$ cat config.mk
export PLATFORM = sky130hd
export DESIGN_NAME = supply_monitor_status
export DESIGN_NICKNAME = d
export VERILOG_FILES = /design/src/supply_monitor_pkg.sv /design/src/led_pattern.sv /design/src/supply_monitor_status.sv /design/src/supply_threshold.sv
export SDC_FILE = /design/constraint.sdc
export NUM_CORES = 1
export LEC_CHECK = 0
export BUFFER_PORTS_ARGS = -buffer_cell sky130_fd_sc_hd__buf_4
export CAP_MARGIN = 20
export CORE_MARGIN = 2
export CORE_UTILIZATION = 55
export DETAILED_ROUTE_END_ITERATION = 16
export PLACE_DENSITY = 0.85
export SYNTH_ARGS = -nofsm -noshare
export SYNTH_HDL_FRONTEND = slang
export SYNTH_HIERARCHICAL = 1
export SYNTH_SLANG_ARGS = --single-unit
$ cat constraint.sdc
create_clock -name clk_sys_i -period 4.7 [get_ports clk_sys_i]
set_clock_uncertainty 0.15 [all_clocks]
set_input_delay 0.47 -clock clk_sys_i [delete_from_list [all_inputs] [get_ports clk_sys_i]]
set_output_delay 0.47 -clock clk_sys_i [all_outputs]
set_load 0.1 [all_outputs]
$ cat src/supply_monitor_pkg.sv
// Constants, register numbers, thresholds and LED timing of the supply monitor.
// Assumes measurements arrive already scaled to 0.1 A and 0.1 V steps.
// Operation
// - Status bit 0 is set while bus current is above 2.3 A or bus voltage is below 4.7 V, else clear.
// - Status bit 2 is set while the I/O supply is below 20.4 V and clear while it is above.
// - The current reading is an unsigned count of 0.1 A steps.
// - The voltage reading is an unsigned count of 0.1 V steps.
// - In the standard model status, current and voltage sit at numbers 0, 2 and 4 as 8-bit values.
// - In the bus-controller model the same three sit at byte offsets 0, 2 and 4 as 16-bit values.
// - In the bus-controller model the module takes exactly one analog slot.
// - Green is off without power, single-flashes in reset, blinks in startup config, is on in run.
// - Red error double-flashes on bus overload, low I/O supply or low bus feed, else stays off.
// - With invalid firmware red error is steady on and green single-flashes.
// - Red overload is off while the bus supply is in limits and steadily on when overloaded.
package supply_monitor_pkg;

    localparam int unsigned CLK_FREQ_HZ = 200_000_000;

    // Register numbers, equal to byte offsets in both models
    localparam logic [7:0] REG_STATUS_NUM = 8'h00;
    localparam logic [7:0] REG_CURRENT_NUM = 8'h02;
    localparam logic [7:0] REG_VOLTAGE_NUM = 8'h04;
    localparam int unsigned STD_REG_W = 8;
    localparam int unsigned BC_REG_W = 16;
    localparam logic [15:0] RDATA_RST = 16'h0000;

    // Status field positions
    localparam int unsigned BIT_BUS_WARN = 0;
    localparam int unsigned BIT_IO_UNDER = 2;

    // Scaling and thresholds
    localparam int unsigned MEAS_W = 16;
    localparam int unsigned CURRENT_LSB_MA = 100;
    localparam int unsigned VOLTAGE_LSB_MV = 100;
    localparam int unsigned BUS_OVERCURRENT_MA = 2300;
    localparam int unsigned BUS_UNDERVOLT_MV = 4700;
    localparam int unsigned IO_UNDERVOLT_MV = 20400;
    localparam logic [15:0] BUS_OVERCURRENT_CNT =
        16'(BUS_OVERCURRENT_MA / CURRENT_LSB_MA);
    localparam logic [15:0] BUS_UNDERVOLT_CNT =
        16'(BUS_UNDERVOLT_MV / VOLTAGE_LSB_MV);
    localparam logic [15:0] IO_UNDERVOLT_CNT =
        16'(IO_UNDERVOLT_MV / VOLTAGE_LSB_MV);

    // Controller side timing, kept for reference only; the bench does not use it
    localparam int unsigned MIN_CYCLE_US = 100;
    localparam int unsigned MIN_IO_UPDATE_US = 2000;

    localparam logic [3:0] ANALOG_SLOTS = 4'h1;

    // Operating state codes on op_state_i
    localparam logic [1:0] OPS_RESET = 2'h0;
    localparam logic [1:0] OPS_STARTUP_CONFIG = 2'h1;
    localparam logic [1:0] OPS_RUN = 2'h2;

    // LED timing: one tick, a frame of ticks, flash windows
    localparam int unsigned LED_TICK_US = 50_000;
    localparam int unsigned LED_TICK_CYCLES =
        (CLK_FREQ_HZ / 1_000_000) * LED_TICK_US;
    localparam logic [4:0] LED_FRAME_TICKS = 5'h18;
    localparam logic [4:0] FLASH_ON_TICKS = 5'h04;
    localparam logic [4:0] FLASH2_START = 5'h08;
    localparam logic [4:0] FLASH2_END = 5'h0c;
    localparam int unsigned BLINK_BIT = 2;

    typedef enum logic [2:0] {
        PAT_OFF,
        PAT_ON,
        PAT_SINGLE,
        PAT_DOUBLE,
        PAT_BLINK
    } led_pattern_e;

endpackage

$ cat src/led_pattern.sv
// Free-running LED flash pattern generator.
// Assumes one clock; the tick length is a parameter so benches can shorten it.
module led_pattern #(
    parameter int unsigned TICK_CYCLES = supply_monitor_pkg::LED_TICK_CYCLES
) (
    input wire logic clk_sys_i,
    input wire logic resetn_i,
    output logic single_o,
    output logic double_o,
    output logic blink_o
);
    localparam int unsigned DIV_W = $clog2(TICK_CYCLES + 1);
    localparam logic [DIV_W-1:0] DIV_LAST = DIV_W'(TICK_CYCLES - 1);

    typedef struct packed {
        logic [DIV_W-1:0] div;
        logic [4:0] tick;
        logic single;
        logic dbl;
        logic blink;
    } pat_state_s;

    pat_state_s state_reg;
    pat_state_s state_next;

    always_comb begin
        state_next = state_reg;
        if (state_reg.div == DIV_LAST) begin
            state_next.div = '0;
            if (state_reg.tick == supply_monitor_pkg::LED_FRAME_TICKS - 5'h01)
                state_next.tick = '0;
            else
                state_next.tick = state_reg.tick + 5'h01;
        end else begin
            state_next.div = state_reg.div + DIV_W'(1);
        end
        state_next.single =
            state_reg.tick < supply_monitor_pkg::FLASH_ON_TICKS;
        state_next.dbl = state_next.single ||
            (state_reg.tick >= supply_monitor_pkg::FLASH2_START &&
             state_reg.tick < supply_monitor_pkg::FLASH2_END);
        state_next.blink =
            ~state_reg.tick[supply_monitor_pkg::BLINK_BIT];
    end

    always_ff @(posedge clk_sys_i or negedge resetn_i) begin
        if (!resetn_i)
            state_reg <= '0;
        else
            state_reg <= state_next;
    end

    assign single_o = state_reg.single;
    assign double_o = state_reg.dbl;
    assign blink_o = state_reg.blink;
endmodule

$ cat src/supply_monitor_status.sv
// Status registers and status LEDs of the 24 V supply module.
// Assumes a controller issues one-cycle read strobes with a register number.
module supply_monitor_status #(
    parameter int unsigned MEAS_W = supply_monitor_pkg::MEAS_W,
    parameter int unsigned TICK_CYCLES = supply_monitor_pkg::LED_TICK_CYCLES
) (
    input wire logic clk_sys_i,
    input wire logic resetn_i,
    input wire logic model_bus_ctrl_i,
    input wire logic power_good_i,
    input wire logic [1:0] op_state_i,
    input wire logic fw_invalid_i,
    input wire logic feed_undervoltage_i,
    input wire logic [MEAS_W-1:0] bus_current_i,
    input wire logic [MEAS_W-1:0] bus_voltage_i,
    input wire logic [MEAS_W-1:0] io_voltage_i,
    input wire logic reg_rd_i,
    input wire logic reg_wr_i,
    input wire logic [7:0] reg_addr_i,
    output logic [15:0] reg_rdata_o,
    output logic reg_rvalid_o,
    output logic reg_wr_ack_o,
    output logic [3:0] analog_slots_o,
    output logic led_run_green_o,
    output logic led_error_red_o,
    output logic led_overload_red_o
);
    typedef struct packed {
        logic [15:0] rdata;
        logic rvalid;
        logic wr_ack;
        logic [3:0] slots;
        logic green;
        logic red_err;
        logic red_ovl;
    } mon_state_s;

    mon_state_s state_reg;
    mon_state_s state_next;

    logic bus_warn;
    logic overload;
    logic io_under;
    logic pat_single;
    logic pat_double;
    logic pat_blink;

    supply_threshold #(
        .MEAS_W(MEAS_W)
    ) u_threshold (
        .clk_sys_i(clk_sys_i),
        .resetn_i(resetn_i),
        .bus_current_i(bus_current_i),
        .bus_voltage_i(bus_voltage_i),
        .io_voltage_i(io_voltage_i),
        .bus_warn_o(bus_warn),
        .overload_o(overload),
        .io_under_o(io_under)
    );

    led_pattern #(
        .TICK_CYCLES(TICK_CYCLES)
    ) u_pattern (
        .clk_sys_i(clk_sys_i),
        .resetn_i(resetn_i),
        .single_o(pat_single),
        .double_o(pat_double),
        .blink_o(pat_blink)
    );

    // Standard model clips readings that exceed one byte
    function automatic logic [15:0] fit_reading(
        input logic [MEAS_W-1:0] value,
        input logic wide
    );
        logic [15:0] full;
        full = 16'(value);
        if (wide)
            fit_reading = full;
        else if (full > 16'h00ff)
            fit_reading = 16'h00ff;
        else
            fit_reading = full;
    endfunction

    function automatic logic show(
        input supply_monitor_pkg::led_pattern_e pat,
        input logic single,
        input logic dbl,
        input logic blink
    );
        case (pat)
            supply_monitor_pkg::PAT_OFF: show = 1'b0;
            supply_monitor_pkg::PAT_ON: show = 1'b1;
            supply_monitor_pkg::PAT_SINGLE: show = single;
            supply_monitor_pkg::PAT_DOUBLE: show = dbl;
            supply_monitor_pkg::PAT_BLINK: show = blink;
            default: show = 1'b0;
        endcase
    endfunction

    supply_monitor_pkg::led_pattern_e green_pat;
    supply_monitor_pkg::led_pattern_e red_err_pat;
    supply_monitor_pkg::led_pattern_e red_ovl_pat;
    logic [15:0] status_word;
    logic [15:0] read_word;

    always_comb begin
        status_word = 16'h0000;
        status_word[supply_monitor_pkg::BIT_BUS_WARN] = bus_warn;
        status_word[supply_monitor_pkg::BIT_IO_UNDER] = io_under;
    end

    // Readings are taken live at each strobe; status bits come from the registered comparators, one cycle older
    always_comb begin
        case (reg_addr_i)
            supply_monitor_pkg::REG_STATUS_NUM:
                read_word = status_word;
            supply_monitor_pkg::REG_CURRENT_NUM:
                read_word = fit_reading(bus_current_i,
                                        model_bus_ctrl_i);
            supply_monitor_pkg::REG_VOLTAGE_NUM:
                read_word = fit_reading(bus_voltage_i,
                                        model_bus_ctrl_i);
            default:
                read_word = 16'h0000;
        endcase
    end

    always_comb begin
        if (!power_good_i) begin
            green_pat = supply_monitor_pkg::PAT_OFF;
        end else if (fw_invalid_i) begin
            green_pat = supply_monitor_pkg::PAT_SINGLE;
        end else begin
            case (op_state_i)
                supply_monitor_pkg::OPS_RESET:
                    green_pat = supply_monitor_pkg::PAT_SINGLE;
                supply_monitor_pkg::OPS_STARTUP_CONFIG:
                    green_pat = supply_monitor_pkg::PAT_BLINK;
                supply_monitor_pkg::OPS_RUN:
                    green_pat = supply_monitor_pkg::PAT_ON;
                default:
                    green_pat = supply_monitor_pkg::PAT_SINGLE;
            endcase
        end
    end

    always_comb begin
        if (!power_good_i)
            red_err_pat = supply_monitor_pkg::PAT_OFF;
        else if (fw_invalid_i)
            red_err_pat = supply_monitor_pkg::PAT_ON;
        else if (overload || io_under || feed_undervoltage_i)
            red_err_pat = supply_monitor_pkg::PAT_DOUBLE;
        else
            red_err_pat = supply_monitor_pkg::PAT_OFF;
    end

    always_comb begin
        if (power_good_i && overload)
            red_ovl_pat = supply_monitor_pkg::PAT_ON;
        else
            red_ovl_pat = supply_monitor_pkg::PAT_OFF;
    end

    always_comb begin
        state_next = state_reg;
        state_next.rvalid = reg_rd_i;
        if (reg_rd_i)
            state_next.rdata = read_word;
        // Writes are acknowledged unless a read shares the cycle, and change nothing
        state_next.wr_ack = reg_wr_i && !reg_rd_i;
        state_next.slots = model_bus_ctrl_i ?
            supply_monitor_pkg::ANALOG_SLOTS : 4'h0;
        state_next.green = show(green_pat, pat_single, pat_double,
                                pat_blink);
        state_next.red_err = show(red_err_pat, pat_single, pat_double,
                                  pat_blink);
        state_next.red_ovl = show(red_ovl_pat, pat_single, pat_double,
                                  pat_blink);
    end

    always_ff @(posedge clk_sys_i or negedge resetn_i) begin
        if (!resetn_i) begin
            state_reg <= '0;
            state_reg.rdata <= supply_monitor_pkg::RDATA_RST;
        end else begin
            state_reg <= state_next;
        end
    end

    assign reg_rdata_o = state_reg.rdata;
    assign reg_rvalid_o = state_reg.rvalid;
    assign reg_wr_ack_o = state_reg.wr_ack;
    assign analog_slots_o = state_reg.slots;
    assign led_run_green_o = state_reg.green;
    assign led_error_red_o = state_reg.red_err;
    assign led_overload_red_o = state_reg.red_ovl;
endmodule

$ cat src/supply_threshold.sv
// Registered warning comparators for bus current, bus voltage and I/O supply.
// Assumes inputs are counts of 0.1 A or 0.1 V, synchronous to the clock.
module supply_threshold #(
    parameter int unsigned MEAS_W = supply_monitor_pkg::MEAS_W
) (
    input wire logic clk_sys_i,
    input wire logic resetn_i,
    input wire logic [MEAS_W-1:0] bus_current_i,
    input wire logic [MEAS_W-1:0] bus_voltage_i,
    input wire logic [MEAS_W-1:0] io_voltage_i,
    output logic bus_warn_o,
    output logic overload_o,
    output logic io_under_o
);
    typedef struct packed {
        logic overload;
        logic bus_warn;
        logic io_under;
    } cmp_state_s;

    cmp_state_s state_reg;
    cmp_state_s state_next;

    always_comb begin
        state_next.overload = bus_current_i >
            MEAS_W'(supply_monitor_pkg::BUS_OVERCURRENT_CNT);
        state_next.bus_warn = state_next.overload || bus_voltage_i <
            MEAS_W'(supply_monitor_pkg::BUS_UNDERVOLT_CNT);
        // Exactly 20.4 V counts as above the warning level
        state_next.io_under = io_voltage_i <
            MEAS_W'(supply_monitor_pkg::IO_UNDERVOLT_CNT);
    end

    always_ff @(posedge clk_sys_i or negedge resetn_i) begin
        if (!resetn_i)
            state_reg <= '0;
        else
            state_reg <= state_next;
    end

    assign bus_warn_o = state_reg.bus_warn;
    assign overload_o = state_reg.overload;
    assign io_under_o = state_reg.io_under;
endmodule

==> impl_results.md, run 1 <==
- Max stage delay on crit path: 0.63 ns
- Initial antenna violation count: 0
- Area share of fa/ha/maj cells after synthesis: 2.17%
- Crit-path slowest cell: or4_4
- Yosys Warn Count: 6
- Mapped Avg Cell Area: 10.4 µm²
- Top-Level Pins: 91
- Final core utilization: 73.8%
- Synthesized instance count: 278
- Maximum VDD drop: 153 µV
- Final Non-Filler Cells: 444
- Synth Area in Compound Gates: 11.7%
- CTS Root Cell: clkbuf_8
- EDFF count, synth: 0
- Worst-margin pin slew: 0.800 ns
- Period Utilization, post-route: 52.8%
- #FFs+latches synth: 57
- Crit Path Max Fanout: 11
- Cts hold-fix bufs: 0
- CP top delay family: simple AND/OR/NAND/NOR gates
- CTS tree: built
- Final hold violations: 0
- CP Class: reg2reg
- Starting density of the core: 56.8%
- Critical-path cell list: ha_1 -> nand3_2 -> or4_4 -> nor2_2 -> mux2_2
- Total grt overflow: 0
- Max reg flops: 29
- Most common cell after layout, fill and taps aside: buf_4
- Post-synth top flop: dfrtp_1
- Routed len/inst: 15.1 µm
- Pins Over Slew Limit: 0
- Slew Limit Headroom: 46.2%
- # resized after CTS: 0
- Final nets: 440
- Vias per cell: 5.64
- Design area: 3750 µm²
- Post-DP Area: 3560 µm²
- Ys async rst share: 100%
- GP Congestion: 0.871
- Post-Place Cells: 428
- Die area: 5840 µm²
- Fillers: 379
- WP data required: 4.77 ns
- Crit path launch type: flip-flop
- Syn-to-layout area delta: 29.9%
- # H-tree levels: 3
- Main combinational cell family by area after synthesis: simple AND/OR/NAND/NOR gates
- Most frequent cells in the layout: 85 x buf_4, 57 x dfrtp_1, 20 x inv_1
- Crit path capture type: flip-flop
- Pwr Density: 284 nW/µm²
- Die width: 76.4 µm
- Pin count of the biggest net entering global routing: 58
- Post-CTS Setup Bufs: 0
- Total Routed Length: 6.71 mm
- Max-cap viol count: 0
- CTS Buf Count: 9
- IO Port Bufs: 85
- Number of global-route vias before repair: 2,604
- TNS Setup: 0 ns
- DR pass1 iterations: 6
- Detailed placer's ending HPWL: 4.88 mm
- Critical path launch point: u_pattern/state_reg[8]$_DFF_PN0_
- Vias: 2,504
- Leakage: 1.69 nW
- Final Power: 1.06 mW
- Share of layout cells above drive strength 1: 30.7%
- Hold Crit Class: in2async
- Post-synthesis sequential area ratio: 49.5%
- RSZ-0062 raised after global routing: no
- Max clock buf depth: 2
- Multi-input logic area: 1330 µm²
- First-pass GRT wire length: 11.4 mm
- # setup viols final: 0
- FMAX: 403 MHz
- Clk sinks: 57
- Synth cell types: 50
- Reg2reg start: u_pattern/state_reg[8]$_DFF_PN0_
- Seq. cell area: 1430 µm²
- Worst-skew pair later-pin latency: 0.34 ns
- Total number of placement rows: 26
- Iter 0 DRT Violations: 192
- Minimum clock period: 2.48 ns
- Crit path buffers/inverters: 0
- Core Region: 5070 µm²
- Ant. Diodes: 0
- Remaining DRCs: 0
- CTS clock-pin slew for the worst setup and hold paths: 0.06 ns
- Status: completed
- Critical Path AT: 2.55 ns
- Global Route Usage Sum: 24.8%
- Syn Std Cell Area: 2880 µm²
- ANT nets after route: 0
- Post-synthesis simple-gate area fraction: 23.9%
- Die Span Y: 76.4 µm
- Synth Area in XOR/XNOR: 5.77%
- Mux share of post-synthesis cell area: 2.17%
-- area by class of cell --
cell class / count / area share, %
repair buffers: 85 / 17.0
inverters: 20 / 2.00
clock inverters: 3 / 1.07
well taps: 70 / 2.34
flip-flops and latches: 57 / 38.1
clock buffers: 13 / 3.97
multi-input cells: 196 / 35.5
-- per-layer routing --
layer	share of wire, %	track usage, %
met1	41	30.6
met2	48	39.7
met3	7.4	7.70
met4	3.0	12.0
met5	0	0
-- worst paths after layout --
kind                                                       to  slack [ns]  cells past startpoint
hold reg to reg                  u_pattern/single_o$_DFF_PN0_        0.33                      1
max in group asynchronous              reg_rvalid_o$_DFF_PN0_        3.88                      1
setup / recovery           u_pattern/state_reg[4]$_DFFE_PN0N_        2.22                      5
hold / removal              u_pattern/state_reg[21]$_DFF_PN0_        0.02                      1
min in group clk_sys_i            analog_slots_o[0]$_DFF_PN0_        0.11                      1
setup reg to reg           u_pattern/state_reg[4]$_DFFE_PN0N_        2.22                      5
-- cells in the mapped netlist (all sizes together), types with 5 or more instances --
cell type	number	share of area, %
nand2b	9	2.0
dfrtp	57	49
nand2	13	1.7
ha	5	2.2
o22ai	8	1.7
nand3	14	2.8
nor3	10	1.9
o21ai	19	3.3
nor4	15	4.1
a22oi	8	2.1
nand4	10	2.2
buf	6	2.0
nor2	20	2.7
inv	20	2.6
xnor2	15	4.6
-- logic make-up after synthesis --
kind of cell,after synthesis
buf+inv,27
fa+ha+maj,5
compound gates,52
xor+xnor,19
other cells,1
flops,57
mux,6
simple gates,111
-- power by group --
part	internal, mW	leakage, nW	switching [mW]
Sequential	0.494	0.744	0.00120
Combinational	0.0477	0.845	0.0758
Clock	0.258	0.0974	0.186
-- per-stage QoR --
| step | hold WS [ns] | setup WS [ns] |
|---|---|---|
| after global routing | 0.0874 | 2.08 |
| after global placement | 0.307 | 2.23 |
| after CTS | 0.0507 | 2.20 |
| after floorplan | 0.0244 | 2.56 |
| after detailed placement | 0.323 | 2.21 |
| final | 0.0217 | 2.22 |
(Power assumes the default switching activity.)
==> run 2: changes to the inputs <==
--- a/config.mk
+++ b/config.mk
@@ -8,9 +8,9 @@
 export BUFFER_PORTS_ARGS = -buffer_cell sky130_fd_sc_hd__buf_4
 export CAP_MARGIN = 20
 export CORE_MARGIN = 2
-export CORE_UTILIZATION = 55
+export CORE_UTILIZATION = 51
 export DETAILED_ROUTE_END_ITERATION = 16
-export PLACE_DENSITY = 0.85
+export PLACE_DENSITY = 0.8
 export SYNTH_ARGS = -nofsm -noshare
 export SYNTH_HDL_FRONTEND = slang
 export SYNTH_HIERARCHICAL = 1
==> constraint.sdc (replaced) <==
create_clock -name clk_sys_i -period 2.5 [get_ports clk_sys_i]
set_clock_uncertainty 0.15 [all_clocks]
set_input_delay 0.25 -clock clk_sys_i [delete_from_list [all_inputs] [get_ports clk_sys_i]]
set_output_delay 0.25 -clock clk_sys_i [all_outputs]
set_load 0.1 [all_outputs]
==> run 2 against run 1 <==
  * Worst setup slack lost 2.0 ns
  * Hold slack lost 0.011 ns
  * First-iteration DRC count shrank 10%
  * Global-route usage shrank 0.48 points
  * Sequential share of layout area shrank 0.94 points
  * Non-clock buffer count grew 10
  * Utilization shrank 3.6 points
  * Routed wire length grew 2.7%
  * Sequential power grew 88%
  * Register-to-register slack lost 2.0 ns
  * Power grew 88%
  * Largest power group unchanged
==> impl_results.md, run 2 (synthesis results as in run 1) <==
- GP Congestion: 0.919 (+5.6%)
- Pwr Density: 521 nW/µm² (+84%)
- TNS Setup: 0 ns (unchanged)
- Reg2reg path depth: 5 (unchanged)
- Status: completed
- Starting density of the core: 52.7% (-4.1 points)
- Final hold violations: 0 (unchanged)
- Core Region: 5470 µm² (+7.8%)
- Hold Crit Class: in2reg
- Most common cell after layout, fill and taps aside: buf_4
- Worst-skew pair later-pin latency: 0.34 ns (about the same)
- CTS Root Cell: clkbuf_8
- Fillers: 416 (+9.8%)
- Pins Over Slew Limit: 0 (unchanged)
- Die area: 6270 µm² (+7.4%)
- CP Class: reg2reg
- Slew Limit Headroom: 52.8% (+6.7 points)
- Iter 0 DRT Violations: 172 (-10%)
- Most frequent cells in the layout: 88 x buf_4, 57 x dfrtp_1, 20 x inv_1
- IO Port Bufs: 85 (unchanged)
- # H-tree levels: 3 (unchanged)
- Cts hold-fix bufs: 7 (+7)
- Post-CTS Setup Bufs: 0 (unchanged)
- Die Span Y: 79.2 µm (+3.6%)
- Die width: 79.2 µm (+3.6%)
- RSZ-0062 raised after global routing: no
- CTS clock-pin slew for the worst setup and hold paths: 0.07 ns (about the same)
- Global Route Usage Sum: 24.3% (-0.48 points)
- Total grt overflow: 0 (unchanged)
- Leakage: 1.73 nW (+2.9%)
- Total Routed Length: 6.89 mm (+2.7%)
- FMAX: 446 MHz (+11%)
- Minimum clock period: 2.24 ns (-0.242 ns)
- Pin count of the biggest net entering global routing: 58 (unchanged)
- Crit Path Max Fanout: 7 (-4)
- Setup WS pre-CTS: 0.291 ns (-1.92 ns)
- Crit path capture type: flip-flop
- Max clock buf depth: 2 (unchanged)
- Detailed placer's ending HPWL: 4.96 mm (+1.6%)
- Hold Path Cell Cnt: 2
- Initial antenna violation count: 0 (unchanged)
- Maximum VDD drop: 273 µV (+78%)
- Max reg flops: 29 (unchanged)
- Ant. Diodes: 0 (unchanged)
- Max-cap viol count: 0 (unchanged)
- Total number of placement rows: 27 (+3.8%)
- First-pass GRT wire length: 11.7 mm (+2.5%)
- CTS tree: built
- Critical Path AT: 2.30 ns (-0.25 ns)
- Remaining DRCs: 0 (unchanged)
- Number of global-route vias before repair: 2,543 (-2.3%)
- Share of layout cells above drive strength 1: 30.7% (about the same)
- WP data required: 2.56 ns (-2.21 ns)
- Vias per cell: 5.49 (-2.7%)
- Clk sinks: 57 (unchanged)
- # resized after CTS: 0 (unchanged)
- Setup WS post-layout: 0.259 ns (-1.96 ns)
- Period Utilization, post-route: 89.6% (+37 points)
- Final nets: 450 (+2.3%)
- Routed len/inst: 15.1 µm (about the same)
- DR pass1 iterations: 5 (-1)
- Syn-to-layout area delta: 33.2%
- Top-Level Pins: 91 (unchanged)
- ANT nets after route: 0 (unchanged)
- Vias: 2,503 (-0.040%)
- # setup viols final: 0 (unchanged)
- CTS Buf Count: 9 (unchanged)
- Worst-margin pin slew: 0.707 ns (-0.0926 ns)
- Crit path launch type: flip-flop
run 2: layout make-up:
type	count	area, µm²	area share (%)
Clock buffer	13	149	3.88
Sequential cell	57	1430	37.1
Timing Repair Buffer	95	731	19.0
Tap cell	72	90.1	2.35
Inverter	20	75.1	1.95
Multi-Input combinational cell	196	1330	34.6
Clock inverter	3	40.0	1.04
run 2: per-layer routing:
layer	GRT usage [%]	wire length, µm
met1	31.3	2970
met2	38.7	3470
met3	6.36	317
met4	10.9	141
met5	0	0
run 2: per-stage QoR:
stage	hold WS [ns]	cells	instance area, µm²	util, %	power [mW]
CTS	0.00364	456	3840	70.2	2.02
global route	0.00558	456	3840	70.2	2.08
detailed placement	0.199	433	3580	65.5	1.18
global placement	0.199	433	3580	65.5	1.18
floorplan	-0.196	280	2890	-	1.05
finish	0.0107	456	3840	70.2	2.00
run 2: critical path: stages, from the launching register on:
cell	delay, ns
dfrtp_1	0.41
ha_1	0.22
nand3_2	0.16
or4_4	0.63
nor3_2	0.21
mux2_1	0.34
run 2: where the power goes:
part	leakage, nW	switching, mW	total (mW)	internal [mW]
sequential	0.744	0.00204	0.931	0.929
combinational	0.894	0.145	0.241	0.0959
clock	0.0974	0.345	0.830	0.485
total	1.73	0.492	2.00	1.51
run 2: worst paths after layout:
check | from | endpoint | slack [ns]
worst max-delay path | u_pattern/state_reg[8]$_DFF_PN0_ | u_pattern/state_reg[6]$_DFFE_PN0N_ | 0.26
worst min-delay path | fw_invalid_i | led_error_red_o$_DFF_PN0_ | 0.01
worst max register to register | u_pattern/state_reg[8]$_DFF_PN0_ | u_pattern/state_reg[6]$_DFFE_PN0N_ | 0.26
worst min register to register | u_pattern/state_reg[7]$_DFFE_PN0N_ | u_pattern/double_o$_DFF_PN0_ | 0.32
max in group asynchronous | resetn_i | u_pattern/state_reg[6]$_DFFE_PN0N_ | 1.37
min in group asynchronous | resetn_i | u_pattern/state_reg[26]$_DFF_PN0_ | 0.36
